--- src/common/dxg_pkg.sv ---
// Purpose: shared constants and types for the x2 gearing memory datapath
// Assumes: one core clock acting as the fast edge clock
// Notes: register offsets are byte addresses on a 32-bit APB
package dxg_pkg;
    localparam logic [7:0] CTRL_OFS = 8'h00;
    localparam logic [7:0] RDCTL_OFS = 8'h04;
    localparam logic [7:0] WLDLY_OFS = 8'h08;
    localparam logic [7:0] PAUSE_OFS = 8'h0C;
    localparam logic [7:0] CMD_OFS = 8'h10;
    localparam logic [7:0] WDATA_OFS = 8'h14;
    localparam logic [7:0] RDATA_OFS = 8'h18;
    localparam logic [7:0] STAT_OFS = 8'h1C;
    // field positions
    localparam int MODE_LSB = 0;
    localparam int LOADN_BIT = 2;
    localparam int MOVE_BIT = 3;
    localparam int DIR_BIT = 4;
    localparam int WIN_LSB = 0;
    localparam int PSEL_LSB = 2;
    localparam int UPAUSE_BIT = 0;
    localparam int CAPAUSE_BIT = 1;
    // reset values
    localparam logic [31:0] CTRL_RST = 32'h0000_0004;
    localparam logic [31:0] ZERO_RST = 32'h0000_0000;
    localparam logic [22:0] CMD_RST = 23'h00_003F;
    // gearing counts
    localparam int GEAR_RATIO = 4;
    localparam int CLK_DIV = 2;
    localparam int FIFO_DEPTH = 8;
    localparam int PTR_W = 3;
    localparam int DLY_TAPS = 8;
    typedef enum logic [1:0] {MODE_DDR3, MODE_LPDDR2, MODE_LPDDR4, MODE_RSVD} dxg_mode_e;
    typedef enum {WR_IDLE, WR_WAIT, WR_RUN} dxg_wrst_e;
    // command word as held in the command register
    typedef struct packed {
        logic [13:0] addr;
        logic [2:0] ba;
        logic rasN;
        logic casN;
        logic weN;
        logic cke;
        logic odt;
        logic csN;
    } dxg_cmd_s;
endpackage

--- src/dxg_phy_datapath.sv ---
// Purpose: x2 gearing DDR3 / LPDDR2 / LPDDR4 physical datapath
// Assumes: core_clk is the fast edge clock; pins sampled synchronously
// Notes: each ...Pair pin output is a {second, first} pair per edge clock cycle; cmdOut and the enables are single
//
// Overview of operation
// - gearboxes serialise and deserialise four to one
// - system clock is edge clock halved
// - delay code shifts read strobe for capture
// - strobe buffer drives capture fifo write pointer
// - leveling feedback output for DDR3 and LPDDR4
// - synchronizer pause path always present
// - margin controls exist only when option set
// - data on 270 clock, strobe 90 later
// - leveling delay shared by both write clocks
// - own tristate per DQ, separate for DQS
// - DDR3 memory clock from constant gearbox inputs
// - DDR3 commands via 2:1, CSN via shift
// - LPDDR uses CA and control strobe buffers
// - CA ten bits LPDDR2, six LPDDR4
// - LPDDR CSN paired per memory clock, CKE single bit
// - LPDDR clock inputs alternate zero and one
// - LPDDR ODT only on LPDDR4, single bit
// - capture fifo eight deep, three-bit pointers
`timescale 1ns/1ns
module dxg_phy_datapath #(
    parameter int DQ_W = 8,
    parameter bit MARGIN_EN = 1'b1
) (
    input wire logic core_clk,
    input wire logic rst,
    input wire logic [7:0] paddr,
    input wire logic psel,
    input wire logic penable,
    input wire logic pwrite,
    input wire logic [31:0] pwdata,
    output logic [31:0] prdata,
    output logic pready,
    output logic pslverr,
    input wire logic [7:0] dllCode,
    input wire logic syncPauseReq,
    input wire logic incomingReadStrobe,
    input wire logic [DQ_W-1:0] dqIn,
    output logic levelingFeedbackOut,
    output logic [1:0][DQ_W-1:0] dqPair,
    output logic [1:0] dmPair,
    output logic [DQ_W-1:0] dqOe_n,
    output logic [1:0] dqsPair,
    output logic dqsOe_n,
    output logic [1:0] memClkPair,
    output logic [1:0] csnPair,
    output dxg_pkg::dxg_cmd_s cmdOut,
    output logic [1:0][9:0] caPair,
    output logic strobePause,
    output logic caPause
);
    import dxg_pkg::*;

    ////////////////////////////////////////////////////////////////////////
    // registers and state
    logic [31:0] ctrl_reg, rdCtl_reg, wlDly_reg, pause_reg, wdata_reg, rdWord_reg;
    dxg_cmd_s cmd_reg;
    logic sclkPhase_reg;
    logic [4:0] rdActive_reg;
    logic [7:0] wlActive_reg, margin_reg;
    logic [3:0] strobeSr_reg;
    logic capPrev_reg, rdValid_reg;
    logic [DQ_W-1:0] fifo_mem [FIFO_DEPTH];
    logic [PTR_W-1:0] wrPtr_reg, rdPtr_reg;
    logic [7:0] gateSr_reg;
    logic [1:0] beatCnt_reg;
    logic [31:0] rdShift_reg;
    dxg_wrst_e wrState_reg;
    logic wrGo_reg, cmdGo_reg, cmdLaunch_reg;
    logic [DLY_TAPS-1:0][2*DQ_W+2:0] wrDly_reg;
    logic [2*DQ_W+2:0] launchNow;
    logic [2*DQ_W+2:0] launched;
    logic [7:0] effCode;
    logic capStrobe, capEdge, gateNow, fifoEmpty, wrAccess, rdSetup;
    dxg_mode_e mode;

    // first half of a system cycle carries beats 0/1, second half 2/3
    function automatic logic [1:0] pick_pair(input logic [3:0] beats, input logic ph);
        pick_pair = ph ? beats[3:2] : beats[1:0];
    endfunction

    assign mode = dxg_mode_e'(ctrl_reg[MODE_LSB +: 2]);
    assign wrAccess = psel && penable && pwrite;
    assign rdSetup = psel && !penable && !pwrite;
    assign pready = 1'b1;

    ////////////////////////////////////////////////////////////////////////
    // halved system clock phase; the gearboxes key off it
    always_ff @(posedge core_clk)
    begin
        if (rst)
            sclkPhase_reg <= 1'b0;
        else
            sclkPhase_reg <= ~sclkPhase_reg;
    end

    ////////////////////////////////////////////////////////////////////////
    // apb slave: zero wait states, error on unmapped word
    always_comb
    begin
        pslverr = 1'b0;
        if (psel && penable && (paddr[1:0] != 2'b00 || paddr > STAT_OFS))
            pslverr = 1'b1;
    end

    always_ff @(posedge core_clk)
    begin
        if (rst)
        begin
            ctrl_reg <= CTRL_RST;
            rdCtl_reg <= ZERO_RST;
            wlDly_reg <= ZERO_RST;
            pause_reg <= ZERO_RST;
            wdata_reg <= ZERO_RST;
            cmd_reg <= CMD_RST;
        end
        else if (wrAccess)
        begin
            case (paddr)
                CTRL_OFS: ctrl_reg <= pwdata;
                RDCTL_OFS: rdCtl_reg <= pwdata;
                WLDLY_OFS: wlDly_reg <= pwdata;
                PAUSE_OFS: pause_reg <= pwdata;
                CMD_OFS: cmd_reg <= dxg_cmd_s'(pwdata[22:0]);
                WDATA_OFS: wdata_reg <= pwdata;
                default: ;
            endcase
        end
    end

    // launch requests from data and command writes
    always_ff @(posedge core_clk)
    begin
        if (rst)
        begin
            wrGo_reg <= 1'b0;
            cmdGo_reg <= 1'b0;
        end
        else
        begin
            wrGo_reg <= wrAccess && paddr == WDATA_OFS;
            cmdGo_reg <= (wrAccess && paddr == CMD_OFS) || (cmdGo_reg && sclkPhase_reg);
        end
    end

    // read data is captured in setup so it stands through the access phase
    always_ff @(posedge core_clk)
    begin
        if (rst)
            prdata <= ZERO_RST;
        else if (rdSetup)
        begin
            case (paddr)
                CTRL_OFS: prdata <= MARGIN_EN ? ctrl_reg : {ctrl_reg[31:2] & 30'h0, ctrl_reg[1:0]};
                RDCTL_OFS: prdata <= rdCtl_reg;
                WLDLY_OFS: prdata <= wlDly_reg;
                PAUSE_OFS: prdata <= pause_reg;
                CMD_OFS: prdata <= {9'h000, cmd_reg};
                WDATA_OFS: prdata <= wdata_reg;
                RDATA_OFS: prdata <= rdWord_reg;
                STAT_OFS: prdata <= {8'h00, effCode, 2'h0, wrPtr_reg, rdPtr_reg,
                    3'h0, wrState_reg != WR_IDLE, rdValid_reg, caPause, strobePause,
                    levelingFeedbackOut};
                default: prdata <= ZERO_RST;
            endcase
        end
    end

    ////////////////////////////////////////////////////////////////////////
    // pause combining; synchronizer request always wired in
    assign strobePause = syncPauseReq | pause_reg[UPAUSE_BIT];
    assign caPause = syncPauseReq | pause_reg[CAPAUSE_BIT];

    // trained settings move to the strobe buffer only under pause,
    // so a change never lands on a live strobe
    always_ff @(posedge core_clk)
    begin
        if (rst)
        begin
            rdActive_reg <= 5'h00;
            wlActive_reg <= 8'h00;
        end
        else if (strobePause)
        begin
            rdActive_reg <= rdCtl_reg[4:0];
            wlActive_reg <= wlDly_reg[7:0];
        end
    end

    // margin offset stepping, absent when the option is off
    always_ff @(posedge core_clk)
    begin
        if (rst || !MARGIN_EN)
            margin_reg <= 8'h00;
        else if (!ctrl_reg[LOADN_BIT])
            margin_reg <= dllCode;
        else if (strobePause && ctrl_reg[MOVE_BIT])
            margin_reg <= ctrl_reg[DIR_BIT] ? margin_reg - 8'h01 : margin_reg + 8'h01;
    end

    assign effCode = (MARGIN_EN && ctrl_reg[LOADN_BIT]) ? margin_reg : dllCode;

    ////////////////////////////////////////////////////////////////////////
    // read strobe delay line; top code bits choose the quarter-period tap
    always_ff @(posedge core_clk)
    begin
        if (rst)
        begin
            strobeSr_reg <= 4'h0;
            capPrev_reg <= 1'b0;
        end
        else
        begin
            strobeSr_reg <= {strobeSr_reg[2:0], incomingReadStrobe};
            capPrev_reg <= capStrobe;
        end
    end

    assign capStrobe = strobeSr_reg[effCode[7:6]];
    assign capEdge = capStrobe && !capPrev_reg;

    // read window bits become a gate, shifted by the phase select
    always_ff @(posedge core_clk)
    begin
        if (rst)
            gateSr_reg <= 8'h00;
        else
            gateSr_reg <= {gateSr_reg[6:0],
                sclkPhase_reg ? rdActive_reg[WIN_LSB + 1] : rdActive_reg[WIN_LSB]};
    end

    assign gateNow = gateSr_reg[rdActive_reg[PSEL_LSB +: 3]];

    // capture fifo; strobe buffer owns the write pointer, edge side the read pointer
    always_ff @(posedge core_clk)
    begin
        if (capEdge && gateNow)
            fifo_mem[wrPtr_reg] <= dqIn;
    end

    always_ff @(posedge core_clk)
    begin
        if (rst)
            wrPtr_reg <= '0;
        else if (capEdge && gateNow && !strobePause)
            wrPtr_reg <= wrPtr_reg + 3'd1;
    end

    assign fifoEmpty = wrPtr_reg == rdPtr_reg;

    // edge side drains the fifo and assembles one word per four beats
    always_ff @(posedge core_clk)
    begin
        if (rst)
        begin
            rdPtr_reg <= '0;
            beatCnt_reg <= 2'd0;
            rdShift_reg <= ZERO_RST;
            rdWord_reg <= ZERO_RST;
            rdValid_reg <= 1'b0;
        end
        else if (!fifoEmpty)
        begin
            rdPtr_reg <= rdPtr_reg + 3'd1;
            beatCnt_reg <= beatCnt_reg + 2'd1;
            rdShift_reg <= {rdShift_reg[23:0], 8'(fifo_mem[rdPtr_reg])};
            if (beatCnt_reg == 2'd3)
            begin
                rdWord_reg <= {rdShift_reg[23:0], 8'(fifo_mem[rdPtr_reg])};
                rdValid_reg <= 1'b1;
            end
        end
        else if (rdSetup && paddr == RDATA_OFS)
            rdValid_reg <= 1'b0;
    end

    // leveling feedback sampled on the delayed strobe edge
    always_ff @(posedge core_clk)
    begin
        if (rst)
            levelingFeedbackOut <= 1'b0;
        else if (mode == MODE_LPDDR2)
            levelingFeedbackOut <= 1'b0;
        else if (capEdge)
            levelingFeedbackOut <= dqIn[0];
    end

    ////////////////////////////////////////////////////////////////////////
    // write burst waits for a system cycle boundary, then spans one cycle
    always_ff @(posedge core_clk)
    begin
        if (rst)
            wrState_reg <= WR_IDLE;
        else
        begin
            case (wrState_reg)
                WR_IDLE: if (wrGo_reg) wrState_reg <= WR_WAIT;
                // leave on the last half so the run opens with beats 0/1
                WR_WAIT: if (sclkPhase_reg) wrState_reg <= WR_RUN;
                WR_RUN: if (sclkPhase_reg) wrState_reg <= WR_IDLE;
                default: wrState_reg <= WR_IDLE;
            endcase
        end
    end

    // per lane beats: byte n of the word is beat n of the burst
    always_comb
    begin
        launchNow = '0;
        launchNow[2*DQ_W+2] = wrState_reg == WR_RUN;
        for (int i = 0; i < DQ_W; i++)
        begin
            launchNow[i] = wdata_reg[(sclkPhase_reg ? 16 : 0) + i];
            launchNow[DQ_W + i] = wdata_reg[(sclkPhase_reg ? 24 : 8) + i];
        end
        launchNow[2*DQ_W +: 2] = pick_pair(4'b1010, sclkPhase_reg);
        if (wrState_reg != WR_RUN)
            launchNow[2*DQ_W-1:0] = '0;
    end

    // one delay line feeds both write clocks so dq and dqs stay locked
    always_ff @(posedge core_clk)
    begin
        if (rst)
            wrDly_reg <= '0;
        else
            wrDly_reg <= {wrDly_reg[DLY_TAPS-2:0], launchNow};
    end

    assign launched = wlActive_reg[2:0] == 3'd0 ? launchNow
        : wrDly_reg[wlActive_reg[2:0] - 3'd1];

    // data on the 270 clock; strobe launched a quarter later
    always_ff @(posedge core_clk)
    begin
        if (rst)
        begin
            dqPair <= '0;
            dmPair <= 2'b00;
            dqOe_n <= '1;
            dqsPair <= 2'b00;
            dqsOe_n <= 1'b1;
        end
        else
        begin
            dqPair <= {launched[DQ_W +: DQ_W], launched[0 +: DQ_W]};
            dmPair <= 2'b00;
            dqOe_n <= {DQ_W{!launched[2*DQ_W+2]}};
            dqsPair <= launched[2*DQ_W+2] ? launched[2*DQ_W +: 2] : 2'b00;
            dqsOe_n <= !launched[2*DQ_W+2];
        end
    end

    ////////////////////////////////////////////////////////////////////////
    // command launch aligned to a system cycle, pulsed for one edge cycle
    always_ff @(posedge core_clk)
    begin
        if (rst)
            cmdLaunch_reg <= 1'b0;
        else
            cmdLaunch_reg <= cmdGo_reg && !sclkPhase_reg;
    end

    // address, command and clock outputs per memory family
    always_ff @(posedge core_clk)
    begin
        if (rst)
        begin
            cmdOut <= CMD_RST;
            csnPair <= 2'b11;
            memClkPair <= 2'b00;
            caPair <= '0;
        end
        else if (mode == MODE_DDR3)
        begin
            memClkPair <= pick_pair(4'b1010, sclkPhase_reg);
            cmdOut <= cmd_reg;
            csnPair <= cmdLaunch_reg ? {1'b1, cmd_reg.csN} : 2'b11;
            caPair <= '0;
        end
        else
        begin
            if (!strobePause)
            begin
                memClkPair <= pick_pair(4'b1010, sclkPhase_reg);
                cmdOut.cke <= cmd_reg.cke;
                cmdOut.odt <= mode == MODE_LPDDR4 ? cmd_reg.odt : 1'b0;
                csnPair <= {2{cmdLaunch_reg ? cmd_reg.csN : 1'b1}};
            end
            if (!caPause)
                caPair <= {2{mode == MODE_LPDDR4 ? {4'h0, cmd_reg.addr[5:0]}
                    : cmd_reg.addr[9:0]}};
        end
    end
endmodule // dxg_phy_datapath

--- config.mk ---
export PLATFORM = sky130hd
export DESIGN_NAME = dxg_phy_datapath
export DESIGN_NICKNAME = d
export VERILOG_FILES = /design/src/common/dxg_pkg.sv /design/src/dxg_phy_datapath.sv
export SDC_FILE = /design/constraint.sdc
export NUM_CORES = 1
export LEC_CHECK = 0
export ABC_AREA = 1
export BUFFER_PORTS_ARGS = -buffer_cell sky130_fd_sc_hd__buf_2
export CAP_MARGIN = 10
export CORE_ASPECT_RATIO = 1.75
export CORE_MARGIN = 8
export CORE_UTILIZATION = 30
export DETAILED_ROUTE_END_ITERATION = 6
export HOLD_SLACK_MARGIN = 0.08
export PLACE_DENSITY = 0.57
export SETUP_SLACK_MARGIN = 0.4
export SYNTH_ARGS = -nofsm -noshare
export SYNTH_HDL_FRONTEND = slang
export SYNTH_SLANG_ARGS = --single-unit
export TNS_END_PERCENT = 30
--- constraint.sdc ---
create_clock -name core_clk -period 5.1 [get_ports core_clk]
set_input_delay 0.51 -clock core_clk [delete_from_list [all_inputs] [get_ports core_clk]]
set_output_delay 0.51 -clock core_clk [all_outputs]
set_load 0.02 [all_outputs]
==> Word level (Yosys, flattened, before mapping) <==
Memory sizes are Yosys's and may differ from the RTL's. A register that Yosys moved wholly into a read port is not among the register bits.
Index checks and enable logic that the tools add are counted.
{ "totals": {"register_bits": 554, "latchBits": 0, "mem_bits_rw": 64, "rom_bits": 0, "input_bits": 63, "wordCells": 254, "n_memories": 1} }
{ "classes": {"add_sub_neg": 20, "multipliers": 0, "n_div": 0, "order_cmp": 20, "n_eq_ne": 21, "n_shift": 0, "mux": 87, "bitwise": 5, "reduce_logical": 42} }
{ "memory_table": {"columns": ["name", "depth", "word_bits", "rd", "rd_ports_with_merged_regs", "wr", "line_no", "source"], "rows": [
  ["fifo_mem", 8, 8, 1, 1, 1, "dxg_phy_datapath.sv:67", "logic [DQ_W-1:0] fifo_mem [FIFO_DEPTH];"]
]} }
{ "ops": {"columns": ["op", "n"], "rows": [
  ["$lt A32 B7 Y1 const B", 14],
  ["$pmux W32 S8", 1],
  ["$add A32 B4 Y32 const B", 6],
  ["$add A32 B3 Y32 const B", 4],
  ["$mux W32", 3],
  ["$pmux W32 S3", 1],
  ["$bmux W1 S5", 16],
  ["$add A32 B2 Y32 const B", 2],
  ["$bmux W19 S3", 1],
  ["$mux W1", 44],
  ["$mux W19", 2],
  ["$eq A32 B1 Y1 const B", 1],
  ["$eq A32 B2 Y1 const B", 1],
  ["$eq A32 B3 Y1 const B", 1],
  ["$eq A8 B5 Y1 const B", 4],
  ["$logic_not A32 Y1", 1],
  ["$mux W8", 4],
  ["$ne A32 B3 Y1 const B", 1],
  ["$reduce_bool A32 Y1", 1],
  ["$mux W18", 1],
  ["$eq A8 B4 Y1 const B", 2],
  ["$mux W16", 1],
  ["$reduce_and A2 Y1", 8],
  ["$logic_and A1 B1 Y1", 14],
  ["other kinds (33)", 61]
]} }

==> Longest topological paths before layout <==
Gate-level depths: netlist of run 1.
{ "depth": {"word_depth": 9, "mapped_depth": 13, "ltp_nobuf": 12} }

==> Worst setup path before layout of run 1 <==
Ideal clock, no wire load.
{ "synth_timing": {"path_kind": "input -> register", "from": "in dllCode[7]", "to": "mem fifo_mem[0][0], enable pin", "setup_ps": 383, "arrival_time_ps": 1770, "t_required_ps": 4717, "setup_slack_ps": 2947, "path_stages": 6, "cell_sequence": "inv_1 o21ai_0 nand3_1 nand2_1 nand3b_4 nor3_1"} }
{ "synth_via": {"elab_chain_cells": 7} }
{ "synth_lines": {"columns": ["element", "line_no", "source"], "rows": [
  ["from (decl)", "dxg_phy_datapath.sv:39", "input wire logic [7:0] dllCode,"],
  ["$mux W8", "dxg_phy_datapath.sv:205", "assign effCode = (MARGIN_EN && ctrl_reg[LOADN_BIT]) ? margin_reg : dllCode;"],
  ["$bmux W1 S2", "dxg_phy_datapath.sv:223", "assign capStrobe = strobeSr_reg[effCode[7:6]];"],
  ["$mux W1 (implied by the code)", "dxg_phy_datapath.sv:223", null],
  ["$logic_and A1 B1 Y1", "dxg_phy_datapath.sv:224", "assign capEdge = capStrobe && !capPrev_reg;"],
  ["$logic_and A1 B1 Y1", "dxg_phy_datapath.sv:241", "if (capEdge && gateNow)"],
  ["$mux W1", "dxg_phy_datapath.sv:241", null],
  ["$mux W1 (implied by the code)", "dxg_phy_datapath.sv:242", "fifo_mem[wrPtr_reg] <= dqIn;"],
  ["to (decl)", "dxg_phy_datapath.sv:67", null]
]} }
Every way passes these cells. The select of a mux whose other input is x is not followed.

==> Worst setup path in the final report of run 1 <==
{ "layout_timing": {"from": "reg wlActive_reg[0]", "to": "reg dqPair[11] in the netlist's numbering"} }
{ "layout_via": {"elab_chain_cells": 4, "elab_cells_between_ends": 5, "cone_classes": "add/sub: 1; mux: 3; reduce/logical: 1"} }
{ "layout_lines": {"columns": ["element", "line_no", "source"], "rows": [
  ["from (decl)", "dxg_phy_datapath.sv:64", "logic [7:0] wlActive_reg, margin_reg;"],
  ["from (signal assigned)", "dxg_phy_datapath.sv:190", "wlActive_reg <= wlDly_reg[7:0];"],
  ["$sub A3 B1 Y3", "dxg_phy_datapath.sv:335", ": wrDly_reg[wlActive_reg[2:0] - 3'd1];"],
  ["$bmux W19 S3", "dxg_phy_datapath.sv:335", null],
  ["$mux W19 (implied by the code)", "dxg_phy_datapath.sv:335", null],
  ["$mux W19 (*)", "dxg_phy_datapath.sv:334", "assign launched = wlActive_reg[2:0] == 3'd0 ? launchNow"],
  ["to (signal assigned)", "dxg_phy_datapath.sv:350", "dqPair <= {launched[DQ_W +: DQ_W], launched[0 +: DQ_W]};"],
  ["to (decl)", "dxg_phy_datapath.sv:44", "output logic [1:0][DQ_W-1:0] dqPair,"]
]} }
Mark *: on every way between the ends. The rest lies on a longest branch, timed or not. The select of a mux whose other input is x is not followed.
A chain may end at the register's enable or synchronous reset.

==> results of run 1 <==
[worst paths after layout]
check	startpoint	slack [ns]	cells after the start	to
setup / recovery	wlActive_reg[0]	2.41	9	dqPair[11]
hold / removal	incomingReadStrobe	0.14	3	strobeSr_reg[0]
setup reg to reg	wlActive_reg[0]	2.41	9	dqPair[11]
hold reg to reg	wrDly_reg[68]	0.41	2	wrDly_reg[87]
[cell families after synthesis]
| family | after synthesis | synth area share |
|---|---|---|
| AOI/OAI and AO/OA | 785 | 0.174 |
| muxes | 11 | 0.00473 |
| adders and majority gates | 12 | 0.00678 |
| and+or+nand+nor | 1068 | 0.193 |
| xor gates and xnor gates | 5 | 0.00220 |
| buffers and inverters | 480 | 0.0917 |
| other | 2 | 0.000323 |
| DFF | 581 | 0.527 |
[cell type report]
type / instances / area, µm² / area share
clock buffers: 73 / 1590 / 0.0596
repair buffers: 207 / 1150 / 0.0431
clock inverters: 30 / 434 / 0.0163
flip-flops and latches: 581 / 12300 / 0.461
multi-input cells: 1886 / 8890 / 0.334
inverters: 262 / 988 / 0.0372
well taps: 1027 / 1280 / 0.0483
[power groups by stage]
stage / Sequential, W / Clock [W] / Combinational, W
after floorplan: 0.00489 / 0 / 0.000566
after global routing: 0.00481 / 0.00486 / 0.000920
after CTS: 0.00480 / 0.00469 / 0.000835
after detailed placement: 0.00490 / 0 / 0.000831
final: 0.00480 / 0.00458 / 0.000825
after global placement: 0.00490 / 0 / 0.000833
[worst max-delay path, cell delays in order (launching register included)]
cell and delay [ns]:
dfxtp_2 0.32, inv_2 0.05, buf_4 0.56, ha_1 0.30
xor2_2 0.07, buf_4 0.22, inv_2 0.38, nand3_1 0.13
nand3_1 0.10, o21ai_0 0.30
[cell usage after synthesis (all sizes together) (2+ instances only)]
| cell | instances | area, µm² |
|---|---|---|
| ha | 11 | 138 |
| nand3 | 275 | 1390 |
| edfxtp | 64 | 1920 |
| xnor2 | 4 | 35.0 |
| inv | 260 | 976 |
| nand4 | 4 | 25.0 |
| dfxtp | 517 | 10300 |
| clkinv | 2 | 7.51 |
| a21oi | 330 | 1690 |
| conb | 2 | 7.51 |
| o22ai | 19 | 119 |
| o21ai | 411 | 2060 |
| nor3 | 12 | 60.1 |
| nand2 | 372 | 1410 |
| nand3b | 2 | 27.5 |
| nor2 | 399 | 1550 |
| buf | 140 | 857 |
| a31oi | 11 | 68.8 |
| or2 | 3 | 18.8 |
| clkbuf | 78 | 294 |
| o211ai | 10 | 75.1 |
| mux2i | 11 | 110 |
[metrics by stage]
stage | hold WS, ns | cells | instance area, µm² | setup slack, ns | power (W)
3_3_place_gp | 0.402 | 3963 | 24600 | 2.12 | 0.00573
3_5_place_dp | 0.406 | 3963 | 24600 | 2.12 | 0.00573
2_1_floorplan | 0.399 | 2947 | 23300 | 2.95 | 0.00546
6_report | 0.139 | 4066 | 26600 | 2.41 | 0.0102
4_1_cts | 0.112 | 4066 | 26600 | 2.42 | 0.0103
5_1_grt | 0.127 | 4066 | 26600 | 2.16 | 0.0106
[layer usage]
| layer | part of all wire | vias up | GRT usage |
|---|---|---|---|
| met5 | 0.00014 | - | 0 |
| met4 | 0.053 | 2 | 0.0856 |
| li1 | - | 9791 | - |
| met3 | 0.043 | 146 | 0.0224 |
| met1 | 0.41 | 9084 | 0.193 |
| met2 | 0.49 | 520 | 0.284 |
==> flow_metrics.py, run 1 <==
metrics = {
    "outcome": {
        "outcome": "completed",
    },
    "grt": {
        "globalRoute.totalOverflow": 0,
        "grt_max_degree": 145,
        "grt_pass1_vias": 18700,
        "antenna_found_initial": 1,
        "groute.usage.overall": 0.163,
        "grt_pass1_wl_um": 111000,
    },
    "job": {
        "cap_viol_max_count": 0,
    },
    "yosys": {
        "ys_ff_latch": 581,
        "synth_area_um2": 23300,
        "yosys_most_used_dff": "dfxtp_1",
        "synth_seq_area_share": 0.527,
        "synthArstFlopShare": 0,
        "synth.distinct_cells": 41,
        "yosysWarnings": 0,
        "avgSynthCellArea_um2": 7.90,
        "netlist_instances": 2944,
        "synth-edff-count": 64,
    },
    "floorplan": {
        "rows": 135,
        "core_um2": 77200,
        "die_area_um2": 87100,
        "start_util": 0.301,
        "ioPinCount": 176,
        "die_w_um": 227,
        "die_y_um": 384,
    },
    "finish": {
        "final_util": 0.345,
        "nNetsFinal": 3069,
        "syn_to_final_growth_pct": 14.3,
        "final_common_cell": "dfxtp_1",
        "final_cell_mix": "516 x dfxtp_1, 387 x nor2_1, 365 x nand2_1",
        "n_antenna_cell": 0,
        "largest_register_ffs": 144,
        "drive_above_1_share": 0.118,
        "fillers": 8230,
    },
    "cts": {
        "cts-buffers-inserted": 56,
        "htree_levels": 2,
        "post-cts-setup-buffers": 0,
        "insertion_delay_ns": 0.60,
        "postCtsResizedCells": 0,
        "clock_path_buffers": 3,
        "cts_hold_buf": 0,
        "ctsRootBufferMaster": "clkbuf_16",
        "cts_sinks": 581,
        "cts_tree": "yes",
        "clk_pin_slew_ns": 0.07,
    },
    "placement": {
        "dp_hpwl_um": 49500,
        "io_buffers": 170,
        "place_congestion": 0.850,
    },
    "route": {
        "firstDrtPassIters": 5,
        "ant_nets": 0,
        "drt_iter0_markers": 1343,
        "drcViolationCount": 0,
        "wl_per_cell_um": 18.0,
        "via_count": 19500,
        "vias_per_cell": 4.81,
        "drt_wl_total_um": 73100,
    },
    "setup_path": {
        "worstPathMaxFanout": 70,
        "arrival_ns": 3.05,
        "endpoint_kind": "flip-flop",
        "path_class": "reg -> reg",
        "critPathRequiredTime_ns": 5.46,
        "start_kind": "flip-flop",
    },
    "power_and_ir_drop": {
        "p_sw_w": 0.00255,
        "netSwitchingFraction": 0.250,
        "p_per_area_nw_per_um2": 384,
        "power.internal_w": 0.00766,
        "p_clk_frac": 0.449,
        "p_seq_frac": 0.470,
        "ir_drop_v": 0.000282,
        "p_comb_frac": 0.081,
        "power_leakage_nw": 10.9,
    },
    "timing": {
        "fin_skew_ns": 0.0105,
        "setup_viol": 0,
        "slew_violations": 0,
        "period_needed_ns": 2.69,
        "rsz0062_at_grt": "false",
        "fin_crit_sh": 0.527,
        "fmax_ghz": 0.372,
        "finalHoldViolCount": 0,
        "setup-tns-final_ns": 0,
        "relSlewSlack": 0.245,
        "worst_pin_slew_ns": 1.13,
    },
    "hold_path": {
        "hold_path_class": "in -> reg",
    },
}
Power figures use the tool's default switching activity.
==> run 2: changes to the inputs <==
--- a/config.mk
+++ b/config.mk
@@ -5,7 +5,7 @@
 export SDC_FILE = /design/constraint.sdc
 export NUM_CORES = 1
 export LEC_CHECK = 0
-export ABC_AREA = 1
+export ABC_AREA = 0
 export BUFFER_PORTS_ARGS = -buffer_cell sky130_fd_sc_hd__buf_2
 export CAP_MARGIN = 10
 export CORE_ASPECT_RATIO = 1.75
@@ -13,7 +13,7 @@
 export CORE_UTILIZATION = 30
 export DETAILED_ROUTE_END_ITERATION = 6
 export HOLD_SLACK_MARGIN = 0.08
-export PLACE_DENSITY = 0.57
+export PLACE_DENSITY = 0.58
 export SETUP_SLACK_MARGIN = 0.4
 export SYNTH_ARGS = -nofsm -noshare
 export SYNTH_HDL_FRONTEND = slang
==> constraint.sdc (replaced) <==
create_clock -name core_clk -period 2.3 [get_ports core_clk]
set_input_delay 0.23 -clock core_clk [delete_from_list [all_inputs] [get_ports core_clk]]
set_output_delay 0.23 -clock core_clk [all_outputs]
set_load 0.02 [all_outputs]
==> run 2 against run 1 <==
Against the previous run:
- critical endpoint is now fifo_mem[3][6]
- maximum frequency up 27%
- combinational power increased by 62%
- first-iteration DRC count up 9.8%
- largest power group unchanged
- clock-buffer cell count down 4
- sequential power rose by 120%
- flip-flop and latch count did not move
- global-route usage up 1.5 points
- clock power rose by 110%
- final cell count decreased by 11%
- critical path type unchanged
- sequential share of layout area is 1.9 points lower
==> flow_metrics.py, run 2 <==
metrics = {
    "outcome": {
        "outcome": "completed",
    },
    "finish": {
        "largest_register_ffs": 144,
        "final_cell_mix": "590 x nand2_1, 511 x dfxtp_1, 270 x a21oi_1",
        "fin_cells": 3613,
        "syn_to_final_growth_pct": 22.1,
        "drive_above_1_share": 0.203,
        "nNetsFinal": 2628,
        "final_common_cell": "nand2_1",
        "finalInstanceArea_um2": 27800,
    },
    "grt": {
        "grt_pass1_wl_um": 115000,
        "grt_pass1_vias": 17600,
        "groute.usage.overall": 0.178,
        "globalRoute.totalOverflow": 0,
        "antenna_found_initial": 10,
        "grt_max_degree": 194,
    },
    "placement": {
        "io_buffers": 170,
        "dp_hpwl_um": 56600,
        "place_congestion": 0.977,
        "dpl_worst_slack_ns": -0.00517,
        "dp_cells": 3449,
        "dpl-instance-area_um2": 25100,
    },
    "power_and_ir_drop": {
        "power_leakage_nw": 9.92,
        "p_total_w": 0.0214,
        "ir_drop_v": 0.000572,
        "p_per_area_nw_per_um2": 770,
    },
    "setup_path": {
        "start_kind": "flip-flop",
        "slowest_stage": "mux4_2",
        "worst_path_largest_cell_delay_ns": 0.40,
        "endpoint_kind": "flip-flop",
        "arrival_ns": 2.46,
        "r2r_cells": 6,
        "crit_path_cell_trace": "mux2_4 > mux4_2 > nor2b_4 > nand3_4 > nor3b_4 > buf_4",
        "critPathRequiredTime_ns": 2.64,
        "path_class": "reg -> reg",
        "worstPathMaxFanout": 4,
    },
    "route": {
        "drcViolationCount": 0,
        "ant_nets": 0,
        "wl_per_cell_um": 21.6,
        "vias_per_cell": 4.99,
        "drt_iter0_markers": 1475,
        "firstDrtPassIters": 5,
        "via_count": 18000,
        "drt_wl_total_um": 77900,
    },
    "cts": {
        "cts_sinks": 581,
        "insertion_delay_ns": 0.63,
        "clk_pin_slew_ns": 0.07,
        "htree_levels": 2,
        "cts_tree": "yes",
        "cts-buffers-inserted": 53,
        "clock_path_buffers": 3,
        "ctsRootBufferMaster": "clkbuf_16",
    },
    "hold_path": {
        "hold_depth": 3,
        "hold_path_class": "in -> reg",
    },
    "timing": {
        "timing.final.ws_setup_ns": 0.178,
        "fin_skew_ns": 0.0262,
        "fmax_ghz": 0.471,
        "rsz0062_at_grt": "true",
        "worst_pin_slew_ns": 1.01,
        "slew_violations": 0,
        "period_needed_ns": 2.12,
        "fin_crit_sh": 0.923,
        "hold_ws_ns": 0.130,
        "relSlewSlack": 0.325,
        "finalHoldViolCount": 0,
        "setup_viol": 0,
    },
    "yosys": {
        "synth_compound_area_frac": 0.115,
        "synth_top_family_by_area": "simple AND/OR/NAND/NOR gates",
        "synth_common_cells": "590 x nand2_1, 517 x dfxtp_1, 272 x a21oi_1",
        "synthTopCellsByArea": "dfxtp_1 46%, nand2_1 9.7%, edfxtp_1 8.4%",
        "synth-simple-area-share": 0.179,
        "synth_area_leader_cell": "dfxtp_1",
        "yosysWarnings": 0,
        "ys_ff_latch": 581,
        "synth-edff-count": 64,
        "netlist_instances": 2345,
        "avgSynthCellArea_um2": 9.70,
        "synth.area.mux_share": 0.116,
        "synth_adder_area_share": 0.00693,
        "synthArstFlopShare": 0,
        "synth_xor_area_frac": 0.00380,
        "synth_area_um2": 22700,
        "synth_most_common_cell": "nand2_1",
        "synth_top_area_share": 0.455,
        "synth_seq_area_share": 0.540,
        "synth.distinct_cells": 66,
        "yosys_most_used_dff": "dfxtp_1",
    },
    "floorplan": {
        "die_area_um2": 85200,
        "core_um2": 75100,
        "rows": 133,
        "start_util": 0.303,
        "die_y_um": 380,
        "die_w_um": 224,
        "ioPinCount": 176,
    },
    "job": {
        "cap_viol_max_count": 0,
    },
}
==> run 2: cell count changes in the layout (fill, tap and decap cells not counted), sizes merged, moves of 67 or more <==
cell   change
buf       +83
inv      -243
mux2i     +67
mux4      +75
nand2    +218
nand3    -255
nor2     -301
nor2b    +147
o21ai    -375
==> run 2: layout make-up <==
cell class	count	area [µm²]
Timing Repair Buffer	340	2430
Tap cell	1012	1270
Multi-Input combinational cell	1562	9830
Fill cell	7549	47300
Inverter	15	58.8
Clock buffer	69	1540
Antenna cell	4	10.0
Clock inverter	30	362
Sequential cell	581	12300
==> run 2: cells by family (layout without fill, tap and decap cells) <==
logic type | count (synthesis) | after routing
buffers and inverters | 205 | 454
AND/OR/NAND/NOR | 921 | 921
AO/OA/AOI/OAI | 448 | 448
XOR/XNOR | 9 | 9
flip-flops | 581 | 581
other | 2 | 9
multiplexers | 167 | 167
adder cells (fa/ha/maj) | 12 | 12
==> run 2: timing repair <==
action | 4_1_cts | 5_1_grt
pin swaps | 4 | 13
hold buffers | 50 | 0
setup endpoints to repair | 76 | 118
resized for setup | 7 | 22
buffers inserted | 8 | 3
endpoints found under the hold margin | 278 | 0
==> run 2: layer usage <==
metal | vias up | global-route usage | wire length, µm
li1 | 8433 | - | -
met5 | - | 0 | 41
met1 | 8761 | 0.205 | 30000
met2 | 638 | 0.303 | 37800
met3 | 189 | 0.0349 | 4920
met4 | 6 | 0.105 | 5140
==> run 2: worst paths after layout <==
path	slack, ns	endpoint	startpoint
setup / recovery	0.18	fifo_mem[3][6]	ctrl_reg[2]
hold / removal	0.13	prdata[31]	paddr[4]
setup reg to reg	0.18	fifo_mem[3][6]	ctrl_reg[2]
hold reg to reg	0.45	rdWord_reg[25]	rdShift_reg[17]
==> run 2: critical path: cells and delay by family (launching register included) <==
kind,cells,cell delay [ns]
buf+inv,1,0.16
flops,1,0.37
mux,2,0.71
simple gates,3,0.59
==> run 2: where the power goes <==
| group | internal, W | switching [W] | total, W |
|---|---|---|---|
| clock network | 0.00555 | 0.00411 | 0.00966 |
| registers | 0.0103 | 0.0000843 | 0.0104 |
| logic | 0.000493 | 0.000846 | 0.00134 |
| total | 0.0164 | 0.00504 | 0.0214 |
==> run 2: per-stage QoR <==
step	TNS, ns	util
CTS	0	0.369
finish	0	0.370
floorplan	0	-
global placement	0	0.335
global route	0	0.370
detailed placement	-0.00517	0.335
